[config.mk]
export PLATFORM = sky130hd
export DESIGN_NAME = sfap_policy
export DESIGN_NICKNAME = d
export VERILOG_FILES = /design/src/core/sfap_policy.v /design/src/core/sfap_storm_meter.v
export VERILOG_INCLUDE_DIRS = /design/src /design/src/common
export SDC_FILE = /design/constraint.sdc
export NUM_CORES = 1
export LEC_CHECK = 0
export BUFFER_PORTS_ARGS = -buffer_cell sky130_fd_sc_hd__buf_2
export CAP_MARGIN = 20
export CORE_MARGIN = 3
export CORE_UTILIZATION = 25
export CTS_CLUSTER_DIAMETER = 60
export DETAILED_ROUTE_END_ITERATION = 6
export SETUP_SLACK_MARGIN = 0.05
export SYNTH_ARGS = -nofsm -noshare
export SYNTH_HDL_FRONTEND = slang
export SYNTH_SLANG_ARGS = --single-unit
[constraint.sdc]
create_clock -name clk_sys -period 15.5 [get_ports clk_sys]
set_clock_uncertainty 0.15 [all_clocks]
set_input_delay 1.55 -clock clk_sys [delete_from_list [all_inputs] [get_ports clk_sys]]
set_output_delay 1.55 -clock clk_sys [all_outputs]
set_load 0.01 [all_outputs]
[src/common/sfap_map.vh]
// register map, field positions, reset values and timing figures of the admission policy
`ifndef SFAP_MAP_VH
`define SFAP_MAP_VH

// register indices; the byte address on the bus is four times the index
`define SFAP_IDX_POLICY_CTRL    12'h331
`define SFAP_IDX_VLAN_STORM_HI  12'h332
`define SFAP_IDX_STORM_RATE_LO  12'h333

// reset values
`define SFAP_RST_POLICY_CTRL    8'hf0
`define SFAP_RST_VLAN_STORM_HI  8'h00
`define SFAP_RST_STORM_RATE_LO  8'h4a

// policy control fields
`define SFAP_B_MCAST_EXCL       6
`define SFAP_B_BP_CARRIER       5
`define SFAP_B_FAIR_MODE        4
`define SFAP_B_NO_EXC_DROP      3
`define SFAP_B_JUMBO_EN         2
`define SFAP_B_MAXCHK_DIS       1
`define SFAP_B_SHORT_PASS       0

// vlan and storm high fields
`define SFAP_B_NULL_VID_REP     3
`define SFAP_F_RATE_HI_MSB      2
`define SFAP_F_RATE_HI_LSB      0

// frame size limits in bytes
`define SFAP_LEN_JUMBO_MAX      14'h2328
`define SFAP_LEN_RELAXED_MAX    14'h07d0
`define SFAP_LEN_TAGGED_MAX     14'h05f2
`define SFAP_LEN_UNTAGGED_MAX   14'h05ee
`define SFAP_LEN_STD_MIN        14'h0040
`define SFAP_LEN_SHORT_MIN      14'h0020

// collisions at which a frame is given up
`define SFAP_EXC_COLL           5'h10

// storm budget granule: rate value shifted left by this many bits (times 64)
`define SFAP_STORM_GRAN_SH      6

// port speed codes
`define SFAP_SPD_10M            2'h0
`define SFAP_SPD_100M           2'h1

// storm periods in milliseconds, and clock rate in kHz
`define SFAP_PER_1G_MS          5
`define SFAP_PER_100M_MS        50
`define SFAP_PER_10M_MS         500
`define SFAP_CLK_KHZ            200000

`endif

[src/core/sfap_policy.v]
// switch-wide frame admission and mac policy with apb registers
//
// Behaviour
// RULE_01: multicast excluded from storm accounting when exclusion bit is one, else counted.
// RULE_02: back pressure bit: one carrier-sense based, zero collision based.
// RULE_03: fair mode on: non-flow-controlled port sharing an egress may be dropped.
// RULE_04: fair mode off: only flow-controlled port throttled, other port untouched.
// RULE_05: bit zero drops frames after 16 collisions; bit one keeps retrying.
// RULE_06: software setting no-drop bit should also enable alternate back-off mode.
// RULE_07: jumbo on admits frames within programmable limit, capped at 9000 bytes.
// RULE_08: jumbo on ignores the maximum-size check disable bit.
// RULE_09: jumbo off with check disabled accepts frames up to 2000 bytes.
// RULE_10: standard check: tagged up to 1522, untagged up to 1518, longer dropped.
// RULE_11: short pass set accepts frames between 32 and 64 bytes.
// RULE_12: short pass clear accepts only frames of at least 64 bytes.
// RULE_13: null vid replacement swaps zero vid for port default vid.
// RULE_14: 11-bit storm rate times 64 is the byte budget per port per period.
// RULE_15: storm period 5ms gigabit, 50ms 100 megabit, 500ms 10 megabit.
// RULE_16: reset storm rate gives about one percent of link bandwidth.
// RULE_17: low eight storm rate bits live in their own byte register, reset 0x4a.
// RULE_18: alternate back-off acts only on half-duplex ports.
// RULE_19: per-port byte counter cleared each period; frames dropped once budget spent.
// RULE_20: size verdict at frame end: jumbo, else 2000 or standard, plus short check.
`timescale 1ns/1ps
`include "sfap_map.vh"
module sfap_policy
#(
  parameter PER_1G_CYC   = `SFAP_PER_1G_MS * `SFAP_CLK_KHZ,
  parameter PER_100M_CYC = `SFAP_PER_100M_MS * `SFAP_CLK_KHZ,
  parameter PER_10M_CYC  = `SFAP_PER_10M_MS * `SFAP_CLK_KHZ
)
(
  clk_sys,
  rst_n,
  psel,
  penable,
  pwrite,
  paddr,
  pwdata,
  pstrb,
  prdata,
  pready,
  pslverr,
  port_speed,
  port_half_duplex,
  alt_backoff_en,
  rx_end,
  rx_port,
  rx_len,
  rx_tagged,
  rx_bcast,
  rx_mcast,
  rx_vid,
  rx_def_vid,
  jumbo_limit,
  vrd_valid,
  vrd_accept,
  vrd_size_drop,
  vrd_storm_drop,
  vrd_vid,
  col_end,
  col_count,
  col_drop,
  col_retry,
  fc_port_en,
  fc_congested,
  fc_pause,
  fc_drop,
  bp_carrier_mode,
  alt_backoff_act
);
  localparam NP = 6;

  input              clk_sys;
  input              rst_n;
  input              psel;
  input              penable;
  input              pwrite;
  input       [13:0] paddr;
  input       [31:0] pwdata;
  input       [3:0]  pstrb;
  output      [31:0] prdata;
  output             pready;
  output             pslverr;
  input       [11:0] port_speed;
  input       [5:0]  port_half_duplex;
  input              alt_backoff_en;
  input              rx_end;
  input       [2:0]  rx_port;
  input       [13:0] rx_len;
  input              rx_tagged;
  input              rx_bcast;
  input              rx_mcast;
  input       [11:0] rx_vid;
  input       [11:0] rx_def_vid;
  input       [13:0] jumbo_limit;
  output             vrd_valid;
  output             vrd_accept;
  output             vrd_size_drop;
  output             vrd_storm_drop;
  output      [11:0] vrd_vid;
  input              col_end;
  input       [4:0]  col_count;
  output             col_drop;
  output             col_retry;
  input       [5:0]  fc_port_en;
  input       [5:0]  fc_congested;
  output      [5:0]  fc_pause;
  output      [5:0]  fc_drop;
  output             bp_carrier_mode;
  output      [5:0]  alt_backoff_act;

  reg                rst_meta_r;
  reg                rst_sync_n;
  reg         [7:0]  policy_ctrl_r;
  reg         [7:0]  vlan_storm_hi_r;
  reg         [7:0]  storm_rate_lo_r;
  reg         [31:0] prdata_r;
  reg                pready_r;
  reg                pslverr_r;
  reg                vrd_valid_r;
  reg                vrd_accept_r;
  reg                vrd_size_drop_r;
  reg                vrd_storm_drop_r;
  reg         [11:0] vrd_vid_r;
  reg                col_drop_r;
  reg                col_retry_r;
  reg         [5:0]  fc_pause_r;
  reg         [5:0]  fc_drop_r;
  reg         [5:0]  alt_backoff_act_r;
  reg         [26:0] tmr_1g_r;
  reg         [26:0] tmr_100m_r;
  reg         [26:0] tmr_10m_r;
  reg         [13:0] len_max;
  reg         [13:0] len_min;
  reg         [31:0] rd_word;
  reg                rd_hit;

  wire        [11:0] reg_idx;
  wire               addr_aligned;
  wire               apb_access;
  wire               wr_en;
  wire        [13:0] jumbo_cap;
  wire        [10:0] storm_rate;
  wire        [16:0] storm_budget;
  wire               frame_counted;
  wire               size_ok;
  wire        [5:0]  storm_over;
  wire               tick_1g;
  wire               tick_100m;
  wire               tick_10m;

  // reset release through two flops; only the second is used anywhere
  always @(posedge clk_sys or negedge rst_n)
  begin
    if (!rst_n)
    begin
      rst_meta_r <= 1'b0;
      rst_sync_n <= 1'b0;
    end
    else
    begin
      rst_meta_r <= 1'b1;
      rst_sync_n <= rst_meta_r;
    end
  end

  // word-indexed decode; one wait state gives a registered answer
  assign reg_idx      = paddr[13:2];
  assign addr_aligned = (paddr[1:0] == 2'h0);
  assign apb_access   = psel & penable & ~pready_r;
  // writes land on the edge that samples pready high, never earlier
  assign wr_en        = psel & penable & pready_r & pwrite & rd_hit & pstrb[0];

  // read mux and hit detection
  always @*
  begin
    rd_word = 32'h00000000;
    rd_hit  = 1'b0;
    if (addr_aligned && reg_idx == `SFAP_IDX_POLICY_CTRL)
    begin
      rd_word = {24'h000000, policy_ctrl_r};
      rd_hit  = 1'b1;
    end
    else if (addr_aligned && reg_idx == `SFAP_IDX_VLAN_STORM_HI)
    begin
      rd_word = {24'h000000, vlan_storm_hi_r};
      rd_hit  = 1'b1;
    end
    else if (addr_aligned && reg_idx == `SFAP_IDX_STORM_RATE_LO)
    begin
      rd_word = {24'h000000, storm_rate_lo_r}; // [RULE_17]
      rd_hit  = 1'b1;
    end
  end

  // apb answer and register writes; unmapped addresses answer with pslverr
  always @(posedge clk_sys or negedge rst_sync_n)
  begin
    if (!rst_sync_n)
    begin
      pready_r        <= 1'b0;
      pslverr_r       <= 1'b0;
      prdata_r        <= 32'h00000000;
      policy_ctrl_r   <= `SFAP_RST_POLICY_CTRL;
      vlan_storm_hi_r <= `SFAP_RST_VLAN_STORM_HI;
      storm_rate_lo_r <= `SFAP_RST_STORM_RATE_LO; // [RULE_16] [RULE_17]
    end
    else
    begin
      pready_r  <= apb_access;
      pslverr_r <= apb_access & ~rd_hit;
      prdata_r  <= (apb_access && !pwrite) ? rd_word : 32'h00000000;
      if (wr_en && reg_idx == `SFAP_IDX_POLICY_CTRL)
        policy_ctrl_r <= pwdata[7:0];
      if (wr_en && reg_idx == `SFAP_IDX_VLAN_STORM_HI)
        vlan_storm_hi_r <= pwdata[7:0];
      if (wr_en && reg_idx == `SFAP_IDX_STORM_RATE_LO)
        storm_rate_lo_r <= pwdata[7:0];
    end
  end

  // storm period timebases, one per speed class
  assign tick_1g   = ({5'h00, tmr_1g_r} == PER_1G_CYC - 1);     // [RULE_15]
  assign tick_100m = ({5'h00, tmr_100m_r} == PER_100M_CYC - 1); // [RULE_15]
  assign tick_10m  = ({5'h00, tmr_10m_r} == PER_10M_CYC - 1);   // [RULE_15]

  always @(posedge clk_sys or negedge rst_sync_n)
  begin
    if (!rst_sync_n)
    begin
      tmr_1g_r   <= 27'h0000000;
      tmr_100m_r <= 27'h0000000;
      tmr_10m_r  <= 27'h0000000;
    end
    else
    begin
      tmr_1g_r   <= tick_1g ? 27'h0000000 : tmr_1g_r + 27'h0000001;
      tmr_100m_r <= tick_100m ? 27'h0000000 : tmr_100m_r + 27'h0000001;
      tmr_10m_r  <= tick_10m ? 27'h0000000 : tmr_10m_r + 27'h0000001;
    end
  end

  // full storm rate and byte budget
  assign storm_rate   = {vlan_storm_hi_r[`SFAP_F_RATE_HI_MSB:`SFAP_F_RATE_HI_LSB],
                         storm_rate_lo_r};                                  // [RULE_17]
  assign storm_budget = {storm_rate, 6'h00};                                // [RULE_14]
  assign frame_counted = rx_bcast | (rx_mcast & ~policy_ctrl_r[`SFAP_B_MCAST_EXCL]); // [RULE_01]

  // one meter per input port, each on the period of its own speed
  genvar gi;
  generate
    for (gi = 0; gi < NP; gi = gi + 1)
    begin : g_meter
      wire [1:0] spd;
      wire       ptick;
      assign spd   = port_speed[2*gi+1:2*gi];
      assign ptick = (spd == `SFAP_SPD_10M)  ? tick_10m :
                     (spd == `SFAP_SPD_100M) ? tick_100m : tick_1g; // [RULE_15]
      sfap_storm_meter u_meter
      (
        .clk_sys       (clk_sys),
        .rst_sync_n    (rst_sync_n),
        .period_tick   (ptick),
        .frame_end     (rx_end & (rx_port == gi)),
        .frame_counted (frame_counted),
        .frame_charge  (size_ok),
        .frame_len     (rx_len),
        .budget        (storm_budget),
        .over          (storm_over[gi])
      );
    end
  endgenerate

  // size window; the jumbo limit is clipped to the hard ceiling
  assign jumbo_cap = (jumbo_limit > `SFAP_LEN_JUMBO_MAX) ? `SFAP_LEN_JUMBO_MAX
                                                         : jumbo_limit; // [RULE_07]
  always @*
  begin
    if (policy_ctrl_r[`SFAP_B_JUMBO_EN])
      len_max = jumbo_cap;                   // [RULE_07] [RULE_08] [RULE_20]
    else if (policy_ctrl_r[`SFAP_B_MAXCHK_DIS])
      len_max = `SFAP_LEN_RELAXED_MAX;       // [RULE_09]
    else if (rx_tagged)
      len_max = `SFAP_LEN_TAGGED_MAX;        // [RULE_10]
    else
      len_max = `SFAP_LEN_UNTAGGED_MAX;      // [RULE_10]
    len_min = policy_ctrl_r[`SFAP_B_SHORT_PASS] ? `SFAP_LEN_SHORT_MIN  // [RULE_11]
                                                : `SFAP_LEN_STD_MIN;   // [RULE_12]
  end
  assign size_ok = (rx_len >= len_min) && (rx_len <= len_max); // [RULE_20]

  // per-frame verdict one cycle after frame end
  always @(posedge clk_sys or negedge rst_sync_n)
  begin
    if (!rst_sync_n)
    begin
      vrd_valid_r      <= 1'b0;
      vrd_accept_r     <= 1'b0;
      vrd_size_drop_r  <= 1'b0;
      vrd_storm_drop_r <= 1'b0;
      vrd_vid_r        <= 12'h000;
    end
    else
    begin
      vrd_valid_r      <= rx_end;
      vrd_size_drop_r  <= rx_end & ~size_ok;                                   // [RULE_20]
      vrd_storm_drop_r <= rx_end & size_ok & frame_counted & storm_over[rx_port]; // [RULE_19]
      vrd_accept_r     <= rx_end & size_ok & ~(frame_counted & storm_over[rx_port]);
      if (rx_end)
        vrd_vid_r <= (vlan_storm_hi_r[`SFAP_B_NULL_VID_REP] && rx_tagged &&
                      rx_vid == 12'h000) ? rx_def_vid : rx_vid;                // [RULE_13]
    end
  end

  // collision outcome, flow control and back-off qualification
  always @(posedge clk_sys or negedge rst_sync_n)
  begin
    if (!rst_sync_n)
    begin
      col_drop_r        <= 1'b0;
      col_retry_r       <= 1'b0;
      fc_pause_r        <= 6'h00;
      fc_drop_r         <= 6'h00;
      alt_backoff_act_r <= 6'h00;
    end
    else
    begin
      col_drop_r  <= col_end & (col_count >= `SFAP_EXC_COLL) &
                     ~policy_ctrl_r[`SFAP_B_NO_EXC_DROP];                     // [RULE_05]
      col_retry_r <= col_end & ((col_count < `SFAP_EXC_COLL) |
                     policy_ctrl_r[`SFAP_B_NO_EXC_DROP]);                     // [RULE_05]
      fc_pause_r  <= fc_congested & fc_port_en;                               // [RULE_04]
      // drops of non-flow-controlled ports only when a flow-controlled one shares the egress
      fc_drop_r   <= (policy_ctrl_r[`SFAP_B_FAIR_MODE] && |(fc_congested & fc_port_en)) ?
                     (fc_congested & ~fc_port_en) : 6'h00;                    // [RULE_03] [RULE_04]
      // bit comes from the neighbouring register; software keeps it paired with no-drop
      alt_backoff_act_r <= {NP{alt_backoff_en}} & port_half_duplex;           // [RULE_18] [RULE_06]
    end
  end

  assign prdata          = prdata_r;
  assign pready          = pready_r;
  assign pslverr         = pslverr_r;
  assign vrd_valid       = vrd_valid_r;
  assign vrd_accept      = vrd_accept_r;
  assign vrd_size_drop   = vrd_size_drop_r;
  assign vrd_storm_drop  = vrd_storm_drop_r;
  assign vrd_vid         = vrd_vid_r;
  assign col_drop        = col_drop_r;
  assign col_retry       = col_retry_r;
  assign fc_pause        = fc_pause_r;
  assign fc_drop         = fc_drop_r;
  assign bp_carrier_mode = policy_ctrl_r[`SFAP_B_BP_CARRIER]; // [RULE_02]
  assign alt_backoff_act = alt_backoff_act_r;
endmodule

[src/core/sfap_storm_meter.v]
// per-input-port broadcast storm byte meter
`timescale 1ns/1ps
module sfap_storm_meter
(
  clk_sys,
  rst_sync_n,
  period_tick,
  frame_end,
  frame_counted,
  frame_charge,
  frame_len,
  budget,
  over
);
  input         clk_sys;
  input         rst_sync_n;
  input         period_tick;
  input         frame_end;
  input         frame_counted;
  input         frame_charge;
  input  [13:0] frame_len;
  input  [16:0] budget;
  output        over;

  reg    [17:0] bytes_r;
  reg    [17:0] bytes_nxt;
  wire   [18:0] sum;

  // budget exhausted once the spent bytes reach it
  assign over = (bytes_r >= {1'b0, budget}); // [RULE_19]
  assign sum  = {1'b0, bytes_r} + {5'h00, frame_len};

  // the period boundary wins over a charge in the same cycle, so a new period starts clean
  always @*
  begin
    bytes_nxt = bytes_r;
    if (period_tick)
      bytes_nxt = 18'h00000; // [RULE_19]
    else if (frame_end && frame_counted && frame_charge && !over)
      bytes_nxt = sum[18] ? 18'h3ffff : sum[17:0]; // saturate, never wrap to a small count
  end

  always @(posedge clk_sys or negedge rst_sync_n)
  begin
    if (!rst_sync_n)
      bytes_r <= 18'h00000;
    else
      bytes_r <= bytes_nxt;
  end
endmodule

Word-level counts from Yosys, hierarchy flattened
Cells that the tools add are included.
{ "op_classes": {"n_lt_le_gt_ge": 12, "addsub": 9, "mux": 49, "bitwise_logic": 35, "n_reduce_logical": 52, "eq_ne": 17} }
{ "op_table": {"columns": ["op", "count"], "rows": [
  ["$mux W18", 18],
  ["$add A18 B14 Y19", 6],
  ["$ge A18 B17 Y1", 6],
  ["$add A27 B1 Y27 const B", 3],
  ["$mux W27", 3],
  ["$mux W14", 3],
  ["$eq A12 B10 Y1 const B", 3],
  ["$mux W32", 1],
  ["$logic_and A1 B1 Y1", 29],
  ["$eq A27 B20 Y1 const B", 1],
  ["$eq A27 B24 Y1 const B", 1],
  ["$eq A27 B27 Y1 const B", 1],
  ["$mux W8", 3],
  ["$and A1 B1 Y1", 23],
  ["$and A6 B6 Y6", 3],
  ["$mux W1", 16],
  ["$ge A14 B7 Y1", 1],
  ["$gt A14 B14 Y1 const B", 1],
  ["$le A14 B14 Y1", 1],
  ["$logic_not A2 Y1", 7],
  ["$eq A2 B1 Y1 const B", 6],
  ["$logic_not A12 Y1", 1],
  ["$mux W12", 1],
  ["$reduce_bool A2 Y1", 6],
  ["16 further kinds", 30]
]} }
{ "word_totals": {"inputBits": 151, "wordCells": 201, "reg_bits": 285, "out_inout_bits": 71} }

Logic depth before layout (Yosys ltp)
{ "logic_depth": {"ltp_word": 9, "depth_mapped": 17, "depth_no_buf": 15} }

Hierarchy
From an unflattened synthesis, not the netlist that was laid out.
{ "unflattened": {"hier_cells": 2231, "area_unflattened_um2": 20068.0} }
{ "modules_own_cells": {"columns": ["module", "instances", "seq_area_each_um2", "cells_each", "area_per_inst_um2"], "rows": [
  ["sfap_storm_meter", 6, 450.4, 248, 2062.0],
  ["sfap_policy", 1, 3837.4, 743, 7696.1]
]} }

Least setup slack after synthesis
Ideal clock, no wire load.
{ "synth_path": {"kind": "input-to-reg", "from": "in jumbo_limit[0]", "to": "reg g_meter[0].u_meter.bytes_r[7]", "arrival_ps": 5180, "stages": 16, "path_buffers": 1, "setup_time_ps": 121, "path_slack_ps": 10048, "t_required_ps": 15229, "cell_sequence": "o31a_1 > o21ai_0 > a21oi_1 > o41ai_1 > nand2_1 > a21o_1 > ha_1 > a21oi_1 > nand2_1 > a31o_1 > a2111o_1 > a211o_1 > buf_4 > or4b_1 > o21ai_0 > nor2_1"} }
{ "synth_via": {"elab_chain_len": 8} }
{ "synth_lines": {"columns": ["element", "line_no", "text"], "rows": [
  ["start: declaration", "sfap_policy.v:96", "input [13:0] jumbo_limit;"],
  ["$gt A14 B14 Y1 (no source line)", null, null],
  ["$mux W14 (*)", "sfap_policy.v:276", "assign jumbo_cap = (jumbo_limit > `SFAP_LEN_JUMBO_MAX) ? `SFAP_LEN_JUMBO_MAX"],
  ["$mux W14 (*)", "sfap_policy.v:280", "if (policy_ctrl_r[`SFAP_B_JUMBO_EN])"],
  ["$le A14 B14 Y1 (*)", "sfap_policy.v:291", "assign size_ok = (rx_len >= len_min) && (rx_len <= len_max);"],
  ["$logic_and A1 B1 Y1 (*)", "sfap_policy.v:291", null],
  ["$logic_and A1 B1 Y1 (*) (2 in series)", "sfap_storm_meter.v:39", "else if (frame_end && frame_counted && frame_charge && !over)"],
  ["$reduce_bool A2 Y1 (no source line) (*)", null, null],
  ["end signal: assignment", "sfap_storm_meter.v:48", "bytes_r <= bytes_nxt;"],
  ["end: declaration", "sfap_storm_meter.v:25", "reg [17:0] bytes_r;"]
]} }
Mark *: on every way between the ends. The rest lies on a longest branch, timed or not.
A chain may end at the register's enable or synchronous reset.

Worst setup path after layout
{ "layout_path": {"from": "in jumbo_limit[0]", "to": "reg g_meter[2].u_meter.bytes_r[1]"} }
{ "layout_via": {"elab_chain_len": 8} }
{ "layout_lines": {"columns": ["element", "line_no"], "rows": [
  ["$gt A14 B14 Y1 (no source line)", null],
  ["$mux W14 (*)", "sfap_policy.v:276"],
  ["$mux W14 (*)", "sfap_policy.v:280"],
  ["$le A14 B14 Y1 (*)", "sfap_policy.v:291"],
  ["$logic_and A1 B1 Y1 (*)", "sfap_policy.v:291"],
  ["$logic_and A1 B1 Y1 (*) (2 in series)", "sfap_storm_meter.v:39"],
  ["$reduce_bool A2 Y1 (no source line) (*)", null],
  ["end signal: assignment", "sfap_storm_meter.v:48"],
  ["end: declaration", "sfap_storm_meter.v:25"]
]} }
Marked as above.

==> metrics <==
maximum vdd drop=approximately 63 µV; cells after synthesis=1829; Cell Area, Synth=roughly 0.017 mm²; Worst R2R Setup Slack=11250 ps; IO buf count=166; vias in the first global route=13300; Die Width=267 µm; fillers=7087; gr ovfl total=0; required time of the critical path=roughly 16000 ps; final setup fails=0; buffer count from post-CTS setup fixing=0; Ports=222; row count=95; crit-path cells=buf_2, o31a_1, o21ai_0, a21oi_1, o41ai_1, nand2_1, a21o_1, ha_1, a21oi_1, nand2_1, a31o_1, a2111o_1, a211o_1, buf_4, nor2_4, mux2_2, nor2_1; clk sinks=261; leading cell type in the layout, fill and taps excluded=dfrtp_1; htree depth=2; WP buf/inv=2; Final period util=39.4%; Final ANT Viol Nets=0; Die Area=between 0.07 and 0.08 mm²; hold buffers post-CTS=0; Routed WL per cell=16.0 µm; Pre-Repair DR Iteration Count=5; Hold EP=rst_sync_n; biggest area consumer among synthesized cells=dfrtp_1; synth unique cells=80; outcome=completed; Yosys top cell area share=37.3%; final wirelength=46700 µm; Synth Flop Type=dfrtp_1; Root Driver=clkbuf_16; Fin. Hold Viols=0; antenna cells=0; largest net degree at the start of global routing=137; global placement routability congestion=0.834; Max-Cap Viols=0; EDFF count, synth=0; Pleak=~9.2 nW; initial DRC count=725; routed vias=13900; Critical Path Max Stage Delay=810 ps; Starting Density=25.3%; Via density=between 4 and 5; CTS Buf Count=35; initial antenna violation count=1; post-layout min period=6100 ps; share of layout cells above drive strength 1=14.3%; CP top delay family=compound AO/OA/AOI/OAI gates; r2r startpoint=policy_ctrl_r[2]; Worst setup SP type=input pin; fmax=0.164 GHz; Layout Nets=2337; final slew viol count=0; Final Core Density=29.8%; RSZ-0062 raised after global routing=false; register area share after synthesis=38.4%; DPL Wire Length=~33000 µm; cell with the largest stage delay on the worst path=o41ai_1; post-synthesis register bit count=between 200 and 300; Tot GR Track Use=12.7%; FFs w/ async S/R, synth=100%; crit end category=register; worst-case headroom to the max-slew limit=32.2%; Core Area=0.0674 mm²; r2r endpoint=g_meter[2].u_meter.bytes_r[1]; Worst Hold Class=reg2reg; YS warnings=0; most frequent cells in the layout=dfrtp_1 (253), nor2_1 (204), ha_1 (169); synthesis-to-layout area growth=17.7%; worst slew pin tran=~1000 ps; cells on worst reg2reg path=12; Die H=267 µm; clk buf depth=3; Hold Startpoint=rst_meta_r; Syn Area/Cell=9.32 µm²; top cells by area, synth=dfrtp_1 (37%), ha_1 (12%), nor2_1 (4.5%); PostCTS Resize Cnt=0; clk_lat worst skew=530 ps; power per cell area=141 mW/mm²; CP arrival=~6400 ps; Clock transition at path regs=60 ps; first-pass GRT wire length=72500 µm; critical path peak fanout=16; CTS tree=built; Crit Path Category=in2reg; # DRC=0; Worst Hold Depth=0; setup_tns=0 ps
worst max-delay path by stage:
stage | endpoint | cells after the start | slack [ps] | start
after floorplan | alt_backoff_act[0] | 0 | 7550 | rst_sync_n
after global placement | g_meter[2].u_meter.bytes_r[1] | 17 | 8910 | jumbo_limit[0]
after detailed placement | g_meter[2].u_meter.bytes_r[1] | 17 | 8890 | jumbo_limit[0]
after CTS | g_meter[2].u_meter.bytes_r[1] | 17 | 9400 | jumbo_limit[0]
after global routing | g_meter[2].u_meter.bytes_r[1] | 17 | 9010 | jumbo_limit[0]
final | g_meter[2].u_meter.bytes_r[1] | 17 | 9400 | jumbo_limit[0]
stage by stage:
step,power (W),setup WS (ps),area (µm²),cells,hold WS (ps)
floorplan,0.00176,7550,17100,1852,181
global placement,0.00198,8910,18800,2845,186
detailed placement,0.00199,8890,18800,2845,191
CTS,0.00286,9400,20000,2908,207
global route,0.00306,9010,20100,2910,208
finish,0.00283,9400,20100,2910,204
flip-flops by register name, indices dropped and copies added (netlist names), 6 cells and up:
| register | cells |
|---|---|
| alt_backoff_act | 6 |
| policy_ctrl_r | 8 |
| tmr_1g_r | 27 |
| fc_pause | 6 |
| storm_rate_lo_r | 8 |
| tmr_10m_r | 27 |
| g_meter.u_meter.bytes_r | 108 |
| tmr_100m_r | 27 |
| prdata | 8 |
| vrd_vid | 12 |
| fc_drop | 6 |
| vlan_storm_hi_r | 8 |
worst register-to-register path: cells and delay by family (launching register included):
family,cells,cell delay (ps)
AOI/OAI and AO/OA,5,1590
and+or+nand+nor,4,970
DFF,1,520
muxes,1,400
buffers and inverters,1,300
adders and majority gates,1,250
final cells by class:
cell class              instances  area, µm²  share of cell area [%]
clock buffers                  54       1060                    5.28
clock inverters                 9        138                   0.686
inverters                      62        233                    1.16
multi-input cells            1467      10000                    49.9
flip-flops and latches        261       6540                    32.6
well taps                     873       1090                    5.45
repair buffers                184        980                    4.88
cell usage after synthesis, drive strengths merged, types with 7 or more instances:
cell type / count
a211o: 7
a211oi: 22
a21boi: 7
a21o: 15
a21oi: 149
a22oi: 9
a31oi: 9
and2: 22
and3: 24
and4: 9
buf: 39
clkbuf: 23
dfrtp: 254
dfstp: 7
ha: 169
inv: 62
mux2: 25
mux2i: 48
nand2: 148
nand2b: 11
nand3: 53
nand4: 22
nor2: 207
nor2b: 24
nor3: 52
nor3b: 9
nor4: 27
nor4b: 8
o211ai: 10
o21a: 19
o21ai: 91
o21bai: 8
or2: 7
or3: 13
or4: 9
xnor2: 82
xor2: 56
power breakdown:
group	internal, W	switching, W	total [W]
Clock	0.000523	0.000322	0.000845
Combinational	0.000501	0.000584	0.00108
Sequential	0.000796	0.000108	0.000904
routing by layer:
| metal | global-route usage, % | wire, µm | vias to the layer above | part of all wire, % |
|---|---|---|---|---|
| met3 | 2.00 | 1810 | 73 | 3.9 |
| met1 | 16.7 | 21500 | 6661 | 46 |
| li1 | - | - | 6920 | - |
| met4 | 3.26 | 1200 | 0 | 2.6 |
| met5 | 0 | 0 | - | 0 |
| met2 | 21.7 | 22200 | 255 | 48 |
kinds of logic (layout without fill, tap and decap cells):
kind of cell             after synthesis  after routing  synth area share (%)
adder cells (fa/ha/maj)              175            175                  13.1
AND/OR/NAND/NOR                      659            659                  19.0
AO/OA/AOI/OAI                        397            397                  14.4
XOR/XNOR                             138            138                  7.09
multiplexers                          73             73                  4.47
flip-flops                           261            261                  38.4
buffers and inverters                124            309                  3.46
other                                  2             25                0.0441
Note: power is estimated with default switching activity, not from simulation.
